## config.mk

```make
export PLATFORM = sky130hd
export DESIGN_NAME = ife_ctrl
export DESIGN_NICKNAME = d
export VERILOG_FILES = /design/src/ife_pkg.sv /design/src/ife_ctrl.sv
export SDC_FILE = /design/constraint.sdc
export NUM_CORES = 1
export LEC_CHECK = 0
export ABC_AREA = 0
export BUFFER_PORTS_ARGS = -buffer_cell sky130_fd_sc_hd__buf_2
export CAP_MARGIN = 5
export CORE_MARGIN = 1
export CORE_UTILIZATION = 50
export CTS_CLUSTER_DIAMETER = 50
export CTS_CLUSTER_SIZE = 10
export DETAILED_ROUTE_END_ITERATION = 8
export GPL_TIMING_DRIVEN = 0
export PLACE_DENSITY_LB_ADDON = 0.05
export SETUP_SLACK_MARGIN = 0.02
export SLEW_MARGIN = 15
export SYNTH_ARGS = -nofsm -noshare
export SYNTH_HDL_FRONTEND = slang
export SYNTH_SLANG_ARGS = --single-unit
```

## constraint.sdc

```tcl
create_clock -name clk -period 1.1 [get_ports clk]
set_input_delay 0.055 -clock clk [delete_from_list [all_inputs] [get_ports clk]]
set_output_delay 0.055 -clock clk [all_outputs]
set_load 0.005 [all_outputs]
```

## src/ife_pkg.sv

```systemverilog
// Purpose: constants for the interrupt flag and enable logic
// Assumes: one 20 MHz clock, synchronous active-low reset
// Notes:   register indexes on the plain register port, bit positions

package ife_pkg;

  // register indexes on the plain register port
  localparam logic [2:0] IFE_ADDR_CORE    = 3'h0;
  localparam logic [2:0] IFE_ADDR_PENABLE = 3'h1;
  localparam logic [2:0] IFE_ADDR_PREQ    = 3'h2;
  localparam logic [2:0] IFE_ADDR_PINEN   = 3'h3;
  localparam logic [2:0] IFE_ADDR_EDGE    = 3'h4;

  // core control bit positions
  localparam int IFE_GLOBAL_EN_BIT = 7;
  localparam int IFE_GROUP_EN_BIT  = 6;
  localparam int IFE_TZ_EN_BIT     = 5;
  localparam int IFE_EXTIE_BIT     = 4;
  localparam int IFE_PCIE_BIT      = 3;
  localparam int IFE_TZ_FLAG_BIT   = 2;
  localparam int IFE_EXTIF_BIT     = 1;
  localparam int IFE_PCIF_BIT      = 0;

  // peripheral enable / request bit positions (same in both)
  localparam int IFE_ADC_BIT = 6;
  localparam int IFE_CCP_BIT = 5;
  localparam int IFE_C2_BIT  = 4;
  localparam int IFE_C1_BIT  = 3;
  localparam int IFE_T2_BIT  = 1;
  localparam int IFE_T1_BIT  = 0;

  // edge select position in its own register
  localparam int IFE_EDGE_BIT = 6;

  // implemented-bit masks and reset values
  localparam logic [7:0] IFE_PERIPH_MASK = 8'h7b;
  localparam logic [5:0] IFE_PINEN_MASK  = 6'h3f;
  localparam logic [7:0] IFE_CORE_RST    = 8'h00;
  localparam logic [7:0] IFE_PERIPH_RST  = 8'h00;
  localparam logic [5:0] IFE_PINEN_RST   = 6'h00;
  localparam logic       IFE_EDGE_RST    = 1'b1;

  // capture/compare unit modes
  typedef enum logic [1:0] {
    IFE_CCP_OFF     = 2'b00,
    IFE_CCP_CAPTURE = 2'b01,
    IFE_CCP_COMPARE = 2'b10,
    IFE_CCP_PWM     = 2'b11
  } ife_ccp_mode_t;

endpackage

```

## src/ife_ctrl.sv

```systemverilog
// Purpose: interrupt flags, enables and the single request to the core
// Assumes: event inputs are synchronous to clk; pulses are one cycle long
// Notes:   registers on a plain port, read data valid the cycle after the strobe
//
// Contract
// - global enable bit 7 gates every interrupt request to the core.
// - peripheral group enable bit 6 must be set for peripheral requests.
// - flags set on their event regardless of any enable bit.
// - timer-zero flag bit 2 sets on rollover, holds until written zero.
// - timer-zero count survives reset; firmware loads it before clearing flag.
// - external pin flag sets on its event, holds until cleared.
// - port change flag sets when any of pins 5..0 changes.
// - port change request also needs the per-pin change enable.
// - core bits 5, 4, 3 enable timer-zero, external pin, port change.
// - peripheral enables at bits 6, 5, 4, 3, 1, 0.
// - bits 7 and 2 of peripheral registers read zero.
// - peripheral flags sit at the same positions as their enables.
// - converter flag bit 6 sets when a conversion completes.
// - capture/compare flag sets on capture or compare match, unused in pwm.
// - comparator flags bits 4 and 3 set when comparator output changes.
// - timer-two flag bit 1 sets on period match.
// - timer-one flag bit 0 sets on timer-one overflow.
// - external flag triggers on rising edge if select is one, else falling.
//
// Local design decisions: the strobed register port and the register offsets.

`timescale 1ns/1ns

module ife_ctrl
  import ife_pkg::*;
(
  // clock and reset
  input  wire logic       clk,
  input  wire logic       resetn,
  // register port
  input  wire logic [2:0] reg_addr,
  input  wire logic [7:0] reg_wdata,
  input  wire logic       reg_wr,
  input  wire logic       reg_rd,
  output logic      [7:0] reg_rdata,
  // core event sources
  input  wire logic       timer_zero_rollover,
  input  wire logic       external_irq_pin,
  input  wire logic [5:0] gpio_port_a,
  // peripheral event sources
  input  wire logic       converter_done,
  input  wire logic [1:0] ccp_mode,
  input  wire logic       ccp_capture,
  input  wire logic       ccp_compare_match,
  input  wire logic       comparator_one_out,
  input  wire logic       comparator_two_out,
  input  wire logic       timer_two_match,
  input  wire logic       timer_one_overflow,
  // request to the core
  output logic            irq_req
);

  // register state
  logic [7:0] core_interrupt_control_ff;
  logic [7:0] peripheral_interrupt_enable_ff;
  logic [7:0] peripheral_interrupt_request_ff;
  logic [5:0] per_pin_change_enable_ff;
  logic       external_edge_select_ff;
  logic [5:0] pin_changed_ff;
  logic [7:0] rdata_ff;
  // previous samples for edge and change detection
  logic       ext_pin_prev_ff;
  logic [5:0] port_prev_ff;
  logic       cmp_one_prev_ff;
  logic       cmp_two_prev_ff;
  // next values
  logic [7:0] nxt_core;
  logic [7:0] nxt_preq;
  logic [5:0] nxt_pin_changed;
  logic [7:0] nxt_rdata;
  // decoded strobes and events
  logic       wr_core;
  logic       wr_penable;
  logic       wr_preq;
  logic       ext_event;
  logic [5:0] port_change;
  logic [7:0] periph_event;
  logic       core_pending;
  logic       periph_pending;

  // sticky flag: hardware set wins over a software clear in the same cycle
  function automatic logic sticky(input logic cur, input logic wr,
                                  input logic wbit, input logic ev);
    sticky = (wr ? wbit : cur) | ev;
  endfunction

  // address decode for writes
  assign wr_core    = reg_wr && (reg_addr == IFE_ADDR_CORE);
  assign wr_penable = reg_wr && (reg_addr == IFE_ADDR_PENABLE);
  assign wr_preq    = reg_wr && (reg_addr == IFE_ADDR_PREQ);

  // external pin edge, polarity from the select bit
  assign ext_event = external_edge_select_ff ?
                     (external_irq_pin & ~ext_pin_prev_ff) :
                     (~external_irq_pin & ext_pin_prev_ff);

  // any pin of 5..0 that toggled since last cycle
  assign port_change = gpio_port_a ^ port_prev_ff;

  // peripheral events placed at their flag positions
  always_comb begin
    periph_event              = 8'h00;
    periph_event[IFE_ADC_BIT] = converter_done;
    periph_event[IFE_CCP_BIT] = (ccp_mode == IFE_CCP_CAPTURE && ccp_capture) ||
                                (ccp_mode == IFE_CCP_COMPARE && ccp_compare_match);
    periph_event[IFE_C2_BIT]  = comparator_two_out ^ cmp_two_prev_ff;
    periph_event[IFE_C1_BIT]  = comparator_one_out ^ cmp_one_prev_ff;
    periph_event[IFE_T2_BIT]  = timer_two_match;
    periph_event[IFE_T1_BIT]  = timer_one_overflow;
  end

  // core register next value; flags set ignoring every enable
  always_comb begin
    nxt_core = wr_core ? reg_wdata : core_interrupt_control_ff;
    nxt_core[IFE_TZ_FLAG_BIT] = sticky(core_interrupt_control_ff[IFE_TZ_FLAG_BIT],
                                       wr_core, reg_wdata[IFE_TZ_FLAG_BIT],
                                       timer_zero_rollover);
    nxt_core[IFE_EXTIF_BIT] = sticky(core_interrupt_control_ff[IFE_EXTIF_BIT], wr_core,
                                     reg_wdata[IFE_EXTIF_BIT], ext_event);
    nxt_core[IFE_PCIF_BIT] = sticky(core_interrupt_control_ff[IFE_PCIF_BIT], wr_core,
                                    reg_wdata[IFE_PCIF_BIT], |port_change);
  end

  // per-pin change memory, cleared along with the port change flag
  always_comb begin
    nxt_pin_changed = pin_changed_ff;
    if (wr_core && !reg_wdata[IFE_PCIF_BIT]) begin
      nxt_pin_changed = 6'h00;
    end
    nxt_pin_changed = nxt_pin_changed | port_change;
  end

  // peripheral request next value, unimplemented bits forced low
  always_comb begin
    nxt_preq = peripheral_interrupt_request_ff;
    for (int i = 0; i < 8; i++) begin
      nxt_preq[i] = sticky(peripheral_interrupt_request_ff[i], wr_preq,
                           reg_wdata[i], periph_event[i]);
    end
    nxt_preq = nxt_preq & IFE_PERIPH_MASK;
  end

  // core control register
  always_ff @(posedge clk) begin
    if (!resetn) begin
      core_interrupt_control_ff <= IFE_CORE_RST;
    end else begin
      core_interrupt_control_ff <= nxt_core;
    end
  end

  // peripheral enable register
  always_ff @(posedge clk) begin
    if (!resetn) begin
      peripheral_interrupt_enable_ff <= IFE_PERIPH_RST;
    end else if (wr_penable) begin
      peripheral_interrupt_enable_ff <= reg_wdata & IFE_PERIPH_MASK;
    end
  end

  // peripheral request register
  always_ff @(posedge clk) begin
    if (!resetn) begin
      peripheral_interrupt_request_ff <= IFE_PERIPH_RST;
    end else begin
      peripheral_interrupt_request_ff <= nxt_preq;
    end
  end

  // per-pin change enables and edge select
  always_ff @(posedge clk) begin
    if (!resetn) begin
      per_pin_change_enable_ff <= IFE_PINEN_RST;
      external_edge_select_ff  <= IFE_EDGE_RST;
    end else begin
      if (reg_wr && reg_addr == IFE_ADDR_PINEN) begin
        per_pin_change_enable_ff <= reg_wdata[5:0] & IFE_PINEN_MASK;
      end
      if (reg_wr && reg_addr == IFE_ADDR_EDGE) begin
        external_edge_select_ff <= reg_wdata[IFE_EDGE_BIT];
      end
    end
  end

  // pin change memory
  always_ff @(posedge clk) begin
    if (!resetn) begin
      pin_changed_ff <= 6'h00;
    end else begin
      pin_changed_ff <= nxt_pin_changed;
    end
  end

  // previous samples; loaded during reset so release raises no false change
  always_ff @(posedge clk) begin
    ext_pin_prev_ff <= external_irq_pin;
    port_prev_ff    <= gpio_port_a;
    cmp_one_prev_ff <= comparator_one_out;
    cmp_two_prev_ff <= comparator_two_out;
  end

  // read mux; unmapped indexes read zero
  always_comb begin
    unique case (reg_addr)
      IFE_ADDR_CORE:    nxt_rdata = core_interrupt_control_ff;
      IFE_ADDR_PENABLE: nxt_rdata = peripheral_interrupt_enable_ff;
      IFE_ADDR_PREQ:    nxt_rdata = peripheral_interrupt_request_ff;
      IFE_ADDR_PINEN:   nxt_rdata = {2'b00, per_pin_change_enable_ff};
      IFE_ADDR_EDGE:    nxt_rdata = {1'b0, external_edge_select_ff, 6'h00};
      default:          nxt_rdata = 8'h00;
    endcase
  end

  // read data stands only in the cycle after the read strobe
  always_ff @(posedge clk) begin
    if (!resetn) begin
      rdata_ff <= 8'h00;
    end else begin
      rdata_ff <= reg_rd ? nxt_rdata : 8'h00;
    end
  end
  assign reg_rdata = rdata_ff;

  // core source pairs; port change needs a pin that is also enabled per pin
  // the timer-zero counter lives outside and is never touched by this reset
  assign core_pending =
    (core_interrupt_control_ff[IFE_TZ_EN_BIT] & core_interrupt_control_ff[IFE_TZ_FLAG_BIT]) |
    (core_interrupt_control_ff[IFE_EXTIE_BIT] & core_interrupt_control_ff[IFE_EXTIF_BIT]) |
    (core_interrupt_control_ff[IFE_PCIE_BIT] & core_interrupt_control_ff[IFE_PCIF_BIT] &
     |(pin_changed_ff & per_pin_change_enable_ff));

  // peripheral pairs behind the group enable
  assign periph_pending = core_interrupt_control_ff[IFE_GROUP_EN_BIT] &
    |(peripheral_interrupt_enable_ff & peripheral_interrupt_request_ff);

  // single request, combinational so the core sees a flag the cycle it sets
  assign irq_req = core_interrupt_control_ff[IFE_GLOBAL_EN_BIT] &
                   (core_pending | periph_pending);
endmodule

```

After elaboration in Yosys (flattened, before gate mapping)
Index checks and enable logic that the tools add are counted.
{"block": "totals", "ff_bits": 52, "inputBits": 32, "output_inout_bits": 9, "word_cells": 74}
{"block": "op_classes", "n_eq_ne": 6, "muxes": 12, "bitwise_logic": 28, "n_reduce_logical": 15}
{"cell": "8-bit one-hot mux with 5 select lines", "n": 1}
{"cell": "1-bit OR", "n": 12}
{"cell": "6-bit OR reduction", "n": 2}
{"cell": "1-bit two-way mux", "n": 10}
{"cell": "1-bit bitwise AND", "n": 8}
{"cell": "7-bit by 8-bit bitwise AND with 8-bit output", "n": 1}
{"cell": "1-bit logical AND", "n": 8}
{"cell": "8-bit OR reduction", "n": 1}
{"cell": "6-bit bitwise AND", "n": 1}
{"cell": "3-bit by 2-bit == test with 1-bit output (second input constant)", "n": 2}
{"cell": "6-bit two-way mux", "n": 1}
{"cell": "6-bit OR", "n": 1}
{"cell": "6-bit bitwise XOR", "n": 1}
{"cell": "3-bit by 1-bit == test with 1-bit output (second input constant)", "n": 1}
{"cell": "3-bit == test (second input constant)", "n": 1}
{"cell": "3-bit logical NOT", "n": 1}
{"cell": "2-bit by 1-bit == test with 1-bit output (second input constant)", "n": 1}
{"cell": "2-bit == test (second input constant)", "n": 1}
{"cell": "1-bit inverter", "n": 2}
{"cell": "2-bit AND reduction", "n": 1}
{"cell": "1-bit bitwise XOR", "n": 2}
{"cell": "1-bit logical NOT", "n": 1}
{"cell": "1-bit logical OR", "n": 1}

Depth between registers and ports, before layout
Gate-level depths: netlist of run 1.
{"block": "depth", "depth_word": 6, "ltp_mapped": 5, "ltp_nobuf": 4}

Worst setup path after synthesis of run 1
No wires, ideal clock.
{"block": "synth_timing", "path_kind": "reg-to-output", "from": "register peripheral_interrupt_request_ff[4]", "to": "output port irq_req", "t_arrival_ns": 0.939, "required_ns": 1.045, "path_slack_ns": 0.106, "stages_incl_launch_ff": 5, "n_path_buf": 0, "path_cell_list": "dfxtp_1 > a22oi_1 > nand3_1 > a222oi_1 > a21boi_0"}
{"block": "synth_between", "elab_chain_len": 5}
{"element": "start, declared", "line": "ife_ctrl.sv:61", "source": "logic [7:0] peripheral_interrupt_request_ff;"}
{"element": "start signal, assigned", "line": "ife_ctrl.sv:171", "source": "peripheral_interrupt_request_ff <= nxt_preq;"}
{"element": "7-bit by 8-bit bitwise AND with 8-bit output", "line": "ife_ctrl.sv:239", "source": "|(peripheral_interrupt_enable_ff & peripheral_interrupt_request_ff);"}
{"element": "8-bit OR reduction", "line": "ife_ctrl.sv:239"}
{"element": "1-bit bitwise AND", "line": "ife_ctrl.sv:238", "source": "assign periph_pending = core_interrupt_control_ff[IFE_GROUP_EN_BIT] &"}
{"element": "1-bit OR", "line": "ife_ctrl.sv:243", "source": "(core_pending | periph_pending);"}
{"element": "1-bit bitwise AND", "line": "ife_ctrl.sv:242", "source": "assign irq_req = core_interrupt_control_ff[IFE_GLOBAL_EN_BIT] &"}
{"element": "end, declared", "line": "ife_ctrl.sv:55", "source": "output logic irq_req"}
Every way passes these cells.

Final worst setup path of run 1
{"block": "layout_timing", "from": "register peripheral_interrupt_enable_ff[5]", "to": "output port irq_req"}
{"block": "layout_between", "elab_chain_len": 5}
{"element": "start, declared", "line": "ife_ctrl.sv:60", "source": "logic [7:0] peripheral_interrupt_enable_ff;"}
{"element": "start signal, assigned", "line": "ife_ctrl.sv:162", "source": "peripheral_interrupt_enable_ff <= reg_wdata & IFE_PERIPH_MASK;"}
{"element": "7-bit by 8-bit bitwise AND with 8-bit output", "line": "ife_ctrl.sv:239"}
{"element": "8-bit OR reduction", "line": "ife_ctrl.sv:239"}
{"element": "1-bit bitwise AND", "line": "ife_ctrl.sv:238"}
{"element": "1-bit OR", "line": "ife_ctrl.sv:243"}
{"element": "1-bit bitwise AND", "line": "ife_ctrl.sv:242"}
Every way passes these cells.

==> results.txt, run 1 <==
----------------------------------------------------
[Yosys]
  Number of flops mapped to enable cells by yosys ... 0
  Sequential-to-total area share from yosys stat ... 50.22%
  Syn_area_per_cell ... 10.95 um^2
  Synthesis Warnings ... 0
  Share of flip-flops with an asynchronous set or reset after synthesis ... 0%
  Number of nets produced by synthesis ... 214
  Post-Synthesis Cells ... 182
  Post-synth top flop ... sky130_fd_sc_hd__dfxtp_1
  Number of synthesized register bits ... 50
  Post-synthesis instance area ... 1993 um^2
  Post-synth cell types ... 32

[Timing]
  Maximum clock frequency ... 0.6362 GHz
  Final clock skew ... 3.276 ps
  Number of hold violations in the final report ... 0
  Slew of the pin with the lowest slew margin ... 581.1 ps
  Number of setup violations in the final report ... 4
  Final critical-path required period ... 1572 ps
  Worst-case headroom to the max-slew limit ... 61.26%
  Final worst-path cycle share ... 142.9%
  Number of pins with negative max-slew slack in the final report ... 0
  Unrepaired setup endpoints after global routing ... true
  Worst Setup Slack, final ... -471.9 ps

[Final layout]
  Fraction of layout cells with a size suffix above 1 ... 31.98%
  Number of diodes added for antenna fixing ... 0
  Final standard cell utilization of the core ... 68.25%
  Area taken by flip-flops and latches ... 1011 um^2
  Fillers ... 315
  Multi-input gate area ... 942.2 um^2
  Area Overhead vs Synth ... 28.19%
  Non-filler cells, final ... 295
  Post-layout nets ... 278

[Clocking]
  Sinks on the clock net ... 50
  Clock buffer count from CTS ... 5
  CTS H-tree lvls ... 2
  Clock insertion delay at the later pin of the skew report ... 300 ps
  CTS tree ... built
  Root buf cell ... sky130_fd_sc_hd__clkbuf_8
  Buffer depth of the longest clock path ... 2
  Clock input transition at the sequential cells of the worst setup and hold paths ... 80 ps

[Floorplan]
  Die extent in y ... 65.14 um
  Die Width ... 65.14 um
  Initial core utilization ... 53.24%
  I/O pin count ... 41
  Core footprint ... 3744 um^2
  Total die area ... 4243 um^2
  # rows ... 22

[Worst setup path]
  Endpoint arrival time on the critical path ... 1520 ps
  Cells on worst reg2reg path ... 3
  Startpoint types ... flop
  Largest fanout of any net on the critical path ... 2
  Path type of the worst setup path ... reg -> out
  Worst EP required ... 1040 ps
  Endpoint kind of the worst setup timing path ... output pin

[Routing]
  Mean routed wirelength per cell ... 15.06 um
  DR DRC count ... 0
  Number of nets with antenna violations after routing ... 0
  Number of vias per cell ... 5.356
  First drt pass iteration count ... 4
  Via count ... 1,580
  Sum of routed wire length over all layers ... 4442 um
  Starting DRT DRC Count ... 77

[GRT]
  Initial antenna violation count ... 0
  First-pass GRT wire length ... 7038 um
  Maximum number of pins on one net before global-route repair ... 15
  Global route overflow ... 0
  Aggregate global-route resource usage ... 22.66%
  Via count of the first global-routing pass ... 1,453

[Pwr]
  Leakage dissipation ... 1.079 nW
  Power density cells ... 1336 nW/um^2
  Worst supply voltage drop on vdd ... 0.8263 mV

[Worst hold path]
  Worst hold path cell count ... 3
  Type of the worst min-delay path ... in -> reg

[Placed design]
  Worst setup slack before clock tree synthesis ... -200.9 ps
  Placed wire-length estimate ... 3007 um
  GP Congestion ... 0.7906
  Number of buffer cells added on primary ports ... 40
  Placed cell count ... 270

[Status]
  Violations in the final reports ... setup timing
  Result of the run ... finished with violations

[Job]
  Max-cap viol count ... 0

----------------------------------------------------
[worst max-delay path: stages, from the launching register on]
cell                       delay [ps]
sky130_fd_sc_hd__dfxtp_2          330
sky130_fd_sc_hd__a22oi_2          190
sky130_fd_sc_hd__nand3_1          100
sky130_fd_sc_hd__a222oi_1         320
sky130_fd_sc_hd__a21boi_1         130
sky130_fd_sc_hd__buf_2            140
[cell type report]
| type | count | area share [%] |
|---|---|---|
| Tap cell | 48 | 2.351 |
| Buffer | 8 | 2.106 |
| Clock buffer | 7 | 3.379 |
| Sequential cell | 50 | 39.57 |
| Inverter | 5 | 0.7346 |
| Timing Repair Buffer | 57 | 14.79 |
| Clock inverter | 1 | 0.1959 |
| Multi-Input combinational cell | 119 | 36.88 |
[placed cells by master (no fill, tap or decap), types with 6 or more instances in the layout]
master	instances
sky130_fd_sc_hd__dfxtp_1	42
sky130_fd_sc_hd__buf_2	39
sky130_fd_sc_hd__mux2i_1	27
sky130_fd_sc_hd__nor2_1	23
sky130_fd_sc_hd__dlygate4sd3_1	15
sky130_fd_sc_hd__a21oi_1	13
sky130_fd_sc_hd__dfxtp_2	8
sky130_fd_sc_hd__clkbuf_8	6
[cell usage after synthesis (3+ instances only)]
| master | count | share of area [%] |
|---|---|---|
| sky130_fd_sc_hd__nand2_1 | 5 | 0.94 |
| sky130_fd_sc_hd__inv_1 | 5 | 0.94 |
| sky130_fd_sc_hd__a21oi_1 | 13 | 3.3 |
| sky130_fd_sc_hd__nor2b_1 | 5 | 1.6 |
| sky130_fd_sc_hd__xor2_1 | 4 | 1.8 |
| sky130_fd_sc_hd__mux4_2 | 5 | 5.6 |
| sky130_fd_sc_hd__nand3b_1 | 5 | 1.9 |
| sky130_fd_sc_hd__dfxtp_1 | 50 | 50 |
| sky130_fd_sc_hd__nand3_1 | 5 | 1.3 |
| sky130_fd_sc_hd__nor2_1 | 23 | 4.3 |
| sky130_fd_sc_hd__mux2i_1 | 27 | 14 |
| sky130_fd_sc_hd__clkbuf_1 | 3 | 0.56 |
| sky130_fd_sc_hd__a22oi_1 | 6 | 2.3 |
| sky130_fd_sc_hd__xnor2_1 | 4 | 1.8 |
[cells by family (layout without fill, tap and decap cells)]
kind of cell | count (synthesis) | in the layout | share of synthesized area, %
compound gates | 27 | 27 | 8.537
mux | 32 | 32 | 19.21
flops | 50 | 50 | 50.22
xor+xnor | 8 | 8 | 3.515
simple gates | 52 | 52 | 14.88
buf+inv | 13 | 78 | 3.640
[routing by layer]
metal / wire length [um] / track usage (%)
met5: 0 / 0
met4: 76 / 10.05
met3: 223 / 5.208
met2: 2052 / 35.68
met1: 2090 / 29.65
[path summary, 6_finish.rpt]
kind                                      from                      endpoint  slack (ps)
max          peripheral_interrupt_enable_ff[5]                       irq_req        -470
min                               reg_wdata[7]  core_interrupt_control_ff[7]          10
max reg2reg  peripheral_interrupt_enable_ff[0]                  reg_rdata[0]         -60
min reg2reg       core_interrupt_control_ff[7]                  reg_rdata[7]         450
[registers in the layout (all words and copies together) (netlist names)]
signal                           count
ext_pin_prev_ff                      1
port_prev_ff                         6
cmp_one_prev_ff                      1
core_interrupt_control_ff            8
cmp_two_prev_ff                      1
reg_rdata                            8
peripheral_interrupt_enable_ff       6
external_edge_select_ff              1
pin_changed_ff                       6
per_pin_change_enable_ff             6
peripheral_interrupt_request_ff      6
[power by group]
group | leakage, nW | total (W) | internal [W] | switching, W
Combinational | 0.616 | 0.000387 | 0.000209 | 0.000178
Clock | 0.0482 | 0.00107 | 0.000508 | 0.000564
Sequential | 0.415 | 0.00195 | 0.00190 | 0.0000585
[per-stage QoR]
step	hold WS (ps)	TNS, ps	instance area [um^2]	power [W]
detailed placement	183.4	-1452	2253	0.002325
global placement	180.3	-993.4	2253	0.002311
global route	24.38	-765.7	2555	0.003554
finish	12.80	-622.9	2555	0.003413
floorplan	82.72	0	1993	0.002179
CTS	8.912	-658.8	2547	0.003428
[what timing repair did]
item | CTS | global route
gates resized for setup | 11 | 4
pin swaps | 6 | 4
hold endpoints to repair | 15 | 0
setup endpoints to repair | 2 | 8
buffers inserted | 3 | 1
hold buffers | 15 | 0
No activity file was read; power rests on OpenSTA's default activity.
==> run 2: changes to the inputs <==
BUFFER_PORTS_ARGS = -buffer_cell sky130_fd_sc_hd__buf_4   (was -buffer_cell sky130_fd_sc_hd__buf_2)
CELL_PAD_IN_SITES_DETAIL_PLACEMENT = 0   (was not set)
CELL_PAD_IN_SITES_GLOBAL_PLACEMENT = 1   (was not set)
CORE_UTILIZATION = 41   (was 50)
PLACE_DENSITY_LB_ADDON = 0.2   (was 0.05)
==> results.txt, run 2 (synthesis gave the netlist of run 1 again) <==
----------------------------------------------------
[Status]
  Result of the run ... finished with violations
  Violations in the final reports ... setup timing

[Worst hold path]
  Type of the worst min-delay path ... in -> reg
  Worst min-delay path endpoint ... reg_rdata[6]
  Startpoint of the most critical hold path ... resetn
  Worst hold path cell count ... 2 (-1)

[Timing]
  Final worst-path cycle share ... 143.1% (+0.23 points)
  Number of pins with negative max-slew slack in the final report ... 0 (unchanged)
  Final clock skew ... 8.752 ps (+5.476 ps)
  Slew of the pin with the lowest slew margin ... 610.2 ps (+29.10 ps)
  Final critical-path required period ... 1574 ps (+2.575 ps)
  Number of setup violations in the final report ... 4 (unchanged)
  Maximum clock frequency ... 0.6351 GHz (-0.16%)
  Number of hold violations in the final report ... 0 (unchanged)
  Worst-case headroom to the max-slew limit ... 59.32% (-1.9 points)
  Worst Setup Slack, final ... -474.5 ps (-2.575 ps)
  Unrepaired setup endpoints after global routing ... true

[Final layout]
  Area taken by flip-flops and latches ... 1015 um^2 (+0.37%)
  Final Instance Area ... 2771 um^2 (+8.5%)
  Area Overhead vs Synth ... 39.05%
  Post-layout nets ... 288 (+3.6%)
  Multi-input gate area ... 973.4 um^2 (+3.3%)
  Most common cell after layout, fill and taps aside ... sky130_fd_sc_hd__buf_4
  Most frequent cells in the layout ... sky130_fd_sc_hd__buf_4, sky130_fd_sc_hd__dfxtp_1, sky130_fd_sc_hd__mux2i_1
  Fraction of layout cells with a size suffix above 1 ... 34.77% (+2.8 points)
  Fillers ... 416 (+32%)
  Number of diodes added for antenna fixing ... 0 (unchanged)

[Worst setup path]
  Cells on worst reg2reg path ... 4 (+1)
  Capturing point of the worst reg2reg path ... reg_rdata[0]
  Worst flop-to-flop path startpoint ... peripheral_interrupt_enable_ff[0]
  Worst EP required ... 1040 ps (about the same)
  Endpoint arrival time on the critical path ... 1520 ps (about the same)
  Path type of the worst setup path ... reg -> out
  Startpoint types ... flop
  Endpoint kind of the worst setup timing path ... output pin
  Largest fanout of any net on the critical path ... 2 (unchanged)
  R2R setup slack ... -160 ps (-100 ps)

[Routing]
  Number of nets with antenna violations after routing ... 0 (unchanged)
  DR DRC count ... 0 (unchanged)
  Sum of routed wire length over all layers ... 4811 um (+8.3%)
  First drt pass iteration count ... 4 (unchanged)
  Mean routed wirelength per cell ... 15.52 um (+3.1%)
  Starting DRT DRC Count ... 79 (+2.6%)
  Via count ... 1,605 (+1.6%)
  Number of vias per cell ... 5.177 (-3.3%)

[Floorplan]
  Total die area ... 5144 um^2 (+21%)
  Core footprint ... 4692 um^2 (+25%)
  Die Width ... 71.73 um (+10%)
  I/O pin count ... 41 (unchanged)
  Die extent in y ... 71.73 um (+10%)
  Initial core utilization ... 42.48% (-11 points)
  # rows ... 25 (+14%)

[Clocking]
  CTS tree ... built
  Root buf cell ... sky130_fd_sc_hd__clkbuf_8
  CTS H-tree lvls ... 2 (unchanged)
  Sinks on the clock net ... 50 (unchanged)
  Clock buffer count from CTS ... 5 (unchanged)
  Clock input transition at the sequential cells of the worst setup and hold paths ... 90 ps (about the same)
  Clock insertion delay at the later pin of the skew report ... 300 ps (about the same)
  Buffer depth of the longest clock path ... 2 (unchanged)

[Pwr]
  Overall power after layout ... 0.003408 W (-0.13%)
  Worst supply voltage drop on vdd ... 0.8875 mV (+7.4%)
  Leakage dissipation ... 1.146 nW (+6.2%)
  Power density cells ... 1230 nW/um^2 (-7.9%)

[GRT]
  Aggregate global-route resource usage ... 19.96% (-2.7 points)
  First-pass GRT wire length ... 7707 um (+9.5%)
  Maximum number of pins on one net before global-route repair ... 14 (-1)
  Via count of the first global-routing pass ... 1,580 (+8.7%)
  Initial antenna violation count ... 0 (unchanged)
  Global route overflow ... 0 (unchanged)

[Placed design]
  Placed standard-cell area ... 2361 um^2 (+4.8%)
  Placed wire-length estimate ... 3324 um (+11%)
  Number of buffer cells added on primary ports ... 40 (unchanged)
  GP Congestion ... 0.8101 (+2.5%)

[Job]
  Max-cap viol count ... 0 (unchanged)

----------------------------------------------------
[run 2: changes by cell type in the layout (fill, tap and decap cells not counted), sizes merged]
cell | previous run | this run
clkinv | 1 | 0
dlygate4sd3 | 15 | 18
buf | 47 | 54
[run 2: cell type report]
class	count	share of cell area [%]
Buffer	8	1.941
Clock buffer	7	2.754
Sequential cell	50	36.61
Multi-Input combinational cell	119	35.12
Inverter	5	0.6772
Tap cell	54	2.438
Timing Repair Buffer	67	20.45
[run 2: power by group]
part	switching, W	leakage, nW	internal [W]
Combinational	0.000191	0.694	0.000271
Sequential	0.0000577	0.414	0.00189
Clock	0.000556	0.0383	0.000439
Total	0.000805	1.15	0.00260
[run 2: through the flow]
stage                     setup WS, ps  setup TNS (ps)  utilization [%]  hold slack (ps)  instances
final                           -474.5          -813.5            59.07            18.30        310
after global routing            -548.2          -937.2            59.07            9.245        310
after CTS                       -496.1          -686.7            57.39           0.6632        305
after detailed placement        -205.0           -1315            50.32            177.6        276
after global placement          -230.7          -666.9            50.32            174.9        276
after floorplan                  106.2               0                -            82.72        182
[run 2: critical path, cell delays in order (launching register included)]
cell	delay [ps]
sky130_fd_sc_hd__dfxtp_2	340
sky130_fd_sc_hd__a22oi_2	180
sky130_fd_sc_hd__nand3_1	100
sky130_fd_sc_hd__a222oi_1	320
sky130_fd_sc_hd__a21boi_1	130
sky130_fd_sc_hd__buf_4	150
[run 2: repair_timing]
item	CTS	global route
endpoints found under the setup margin	3	8
hold buffers	17	1
buffers inserted	5	4
hold endpoints to repair	16	1
resized for setup	14	13
pin swaps	8	5
[run 2: how the worst max path moves through the flow]
| stage | startpoint | to | slack (ps) | cells past startpoint |
|---|---|---|---|---|
| after CTS | peripheral_interrupt_enable_ff[4] | irq_req | -500 | 5 |
| after global routing | peripheral_interrupt_enable_ff[0] | irq_req | -550 | 5 |
| final | peripheral_interrupt_enable_ff[5] | irq_req | -470 | 5 |
| after floorplan | peripheral_interrupt_request_ff[4] | irq_req | 110 | 4 |
| after detailed placement | peripheral_interrupt_request_ff[4] | irq_req | -210 | 5 |
| after global placement | peripheral_interrupt_request_ff[0] | irq_req | -230 | 5 |
[run 2: metal layers]
| layer | track usage [%] | routed length, um |
|---|---|---|
| met1 | 25.02 | 2189 |
| met2 | 33.23 | 2358 |
| met3 | 4.501 | 187 |
| met4 | 8.279 | 76 |
| met5 | 0 | 0 |
==> run 3: changes to the inputs <==
REMOVE_ABC_BUFFERS = 1   (was not set)
==> results.txt, run 3 (synthesis gave the netlist of run 1 again) <==
----------------------------------------------------
[Clocking]
  Sinks on the clock net ... 50 (unchanged)
  Clock buffer count from CTS ... 5 (unchanged)
  Clock insertion delay at the later pin of the skew report ... 300 ps (about the same)
  Root buf cell ... sky130_fd_sc_hd__clkbuf_8
  CTS tree ... built
  Buffer depth of the longest clock path ... 2 (unchanged)
  CTS H-tree lvls ... 2 (unchanged)
  Clock input transition at the sequential cells of the worst setup and hold paths ... 90 ps (about the same)

[Timing]
  Final clock skew ... 4.267 ps (-4.485 ps)
  Worst Setup Slack, final ... -473.0 ps (+1.478 ps)
  Slew of the pin with the lowest slew margin ... 1032 ps (+421.6 ps)
  Unrepaired setup endpoints after global routing ... true
  Number of pins with negative max-slew slack in the final report ... 0 (unchanged)
  Setup TNS ... -612.2 ps (+201.3 ps)
  Worst-case headroom to the max-slew limit ... 31.14% (-28 points)
  Number of hold violations in the final report ... 0 (unchanged)
  Number of setup violations in the final report ... 3 (-1)
  Maximum clock frequency ... 0.6357 GHz (about the same)
  Final worst-path cycle share ... 143.0% (about the same)
  Final critical-path required period ... 1573 ps (-1.478 ps)

[Worst setup path]
  Worst flop-to-flop path startpoint ... peripheral_interrupt_enable_ff[0]
  Endpoint kind of the worst setup timing path ... output pin
  Largest fanout of any net on the critical path ... 2 (unchanged)
  Master of the slowest instance on the critical path ... sky130_fd_sc_hd__dfxtp_2
  Capturing point of the worst reg2reg path ... reg_rdata[0]
  Crit path cell chain ... a22oi_2 -> nand3_1 -> a222oi_1 -> a21boi_1 -> buf_4
  Endpoint arrival time on the critical path ... 1520 ps (about the same)
  Startpoint types ... flop
  Worst EP required ... 1040 ps (about the same)
  Slowest cell delay on critical path ... 340 ps (about the same)
  Path type of the worst setup path ... reg -> out
  Kind of cell with the highest combined delay on the critical path ... compound AO/OA/AOI/OAI gates
  Buffers plus inverters on the worst setup path ... 1 (unchanged)
  R2R setup slack ... -70 ps (+90 ps)
  Cells on worst reg2reg path ... 3 (-1)

[Floorplan]
  Total die area ... 5144 um^2 (unchanged)
  # rows ... 25 (unchanged)
  I/O pin count ... 41 (unchanged)
  Initial core utilization ... 42.48% (unchanged)
  Core footprint ... 4692 um^2 (unchanged)
  Die extent in y ... 71.73 um (unchanged)
  Die Width ... 71.73 um (unchanged)

[Job]
  Max-cap viol count ... 0 (unchanged)

[Status]
  Violations in the final reports ... setup timing
  Result of the run ... finished with violations

[Routing]
  Via count ... 1,559 (-2.9%)
  Number of vias per cell ... 5.145 (-0.62%)
  Sum of routed wire length over all layers ... 4564 um (-5.1%)
  Mean routed wirelength per cell ... 15.06 um (-2.9%)
  First drt pass iteration count ... 6 (+2)
  DR DRC count ... 0 (unchanged)
  Met2 wirelength from detailed routing ... 2283 um (-3.2%)
  Starting DRT DRC Count ... 47 (-41%)
  M1 WL ... 2095 um (-4.3%)
  Top routing layer in use ... met4
  Amount of wire on met3 after detailed routing ... 129 um (-31%)
  Number of nets with antenna violations after routing ... 0 (unchanged)

[Pwr]
  Power density cells ... 1280 nW/um^2 (+4.1%)
  Worst supply voltage drop on vdd ... 0.8006 mV (-9.8%)
  Leakage dissipation ... 1.132 nW (-1.2%)

[Final layout]
  Most frequent cells in the layout ... sky130_fd_sc_hd__buf_4, sky130_fd_sc_hd__dfxtp_1, sky130_fd_sc_hd__mux2i_1
  Fillers ... 419 (+0.72%)
  Post-layout nets ... 280 (-2.8%)
  Most common cell after layout, fill and taps aside ... sky130_fd_sc_hd__buf_4
  Non-filler cells, final ... 303 (-2.3%)
  Area Overhead vs Synth ... 38.23%
  Fraction of layout cells with a size suffix above 1 ... 37.75% (+3.0 points)
  Number of diodes added for antenna fixing ... 0 (unchanged)

[Placed design]
  GP Congestion ... 0.7940 (-2.0%)
  Number of buffer cells added on primary ports ... 40 (unchanged)
  Worst setup slack before clock tree synthesis ... -263.2 ps (-58.13 ps)
  Placed cell count ... 269 (-2.5%)
  Placed wire-length estimate ... 3124 um (-6.0%)

[GRT]
  Via count of the first global-routing pass ... 1,512 (-4.3%)
  Initial antenna violation count ... 0 (unchanged)
  Global route overflow ... 0 (unchanged)
  Aggregate global-route resource usage ... 18.92% (-1.0 points)
  Maximum number of pins on one net before global-route repair ... 33 (+19)
  First-pass GRT wire length ... 7265 um (-5.7%)

[Worst hold path]
  Worst hold path cell count ... 3 (+1)
  Type of the worst min-delay path ... in -> reg
  Startpoint of the most critical hold path ... reg_wdata[6]
  Worst min-delay path endpoint ... external_edge_select_ff

----------------------------------------------------
==> run 3: worst reg2reg max path: cells and delay by family, from the launching register on <==
kind	cells	cell delay (ps)
flops	1	340
buf+inv	1	130
mux	1	450
simple gates	1	140
==> run 3: how the worst max path moves through the flow <==
stage | from | slack (ps) | cells after the start | to
after detailed placement | reg_addr[0] | -260 | 6 | core_interrupt_control_ff[0]
after global routing | peripheral_interrupt_enable_ff[0] | -560 | 5 | irq_req
after floorplan | reg_addr[2] | -390 | 4 | pin_changed_ff[0]
after CTS | peripheral_interrupt_enable_ff[0] | -530 | 5 | irq_req
after global placement | reg_addr[0] | -1010 | 5 | pin_changed_ff[0]
final | peripheral_interrupt_enable_ff[4] | -470 | 5 | irq_req
==> run 3: stage by stage <==
step           hold slack [ps]  area (um^2)  total power, W  utilization (%)
2_1_floorplan            82.72         1939        0.002156                -
3_3_place_gp             174.3         2307        0.002327            49.17
3_5_place_dp             175.5         2327        0.002347            49.60
4_1_cts                  1.486         2650        0.003526            56.48
5_1_grt                  4.060         2755        0.003673            58.72
6_report                 3.207         2755        0.003526            58.72
==> run 3: what timing repair did <==
item	in CTS	in global routing
setup buffers	4	5
pin swaps	7	10
setup endpoints to repair	2	6
hold endpoints to repair	16	1
gates resized for setup	12	18
cloned	0	0
hold buffers	16	1
==> run 3: power breakdown <==
group / internal (W) / leakage, nW / switching (W) / total [W]
clock: 0.000507 / 0.0472 / 0.000614 / 0.00112
combinational: 0.000264 / 0.669 / 0.000184 / 0.000448
sequential: 0.00190 / 0.415 / 0.0000608 / 0.00196
==> run 3: cell type report <==
class                   count  area (um^2)  share of cell area [%]
flip-flops and latches     50         1020                   37.01
multi-input cells         119        997.2                   36.19
repair buffers             67        556.8                   20.21
clock buffers               6        82.58                   2.997
well taps                  54        67.56                   2.452
inverters                   5        18.77                  0.6812
clock inverters             2        12.51                  0.4541
==> run 3: metal layers <==
layer / vias to the layer above / track usage (%)
met5: - / 0
met4: 0 / 7.843
met3: 5 / 3.797
met2: 26 / 31.66
met1: 758 / 23.89
li1: 770 / -
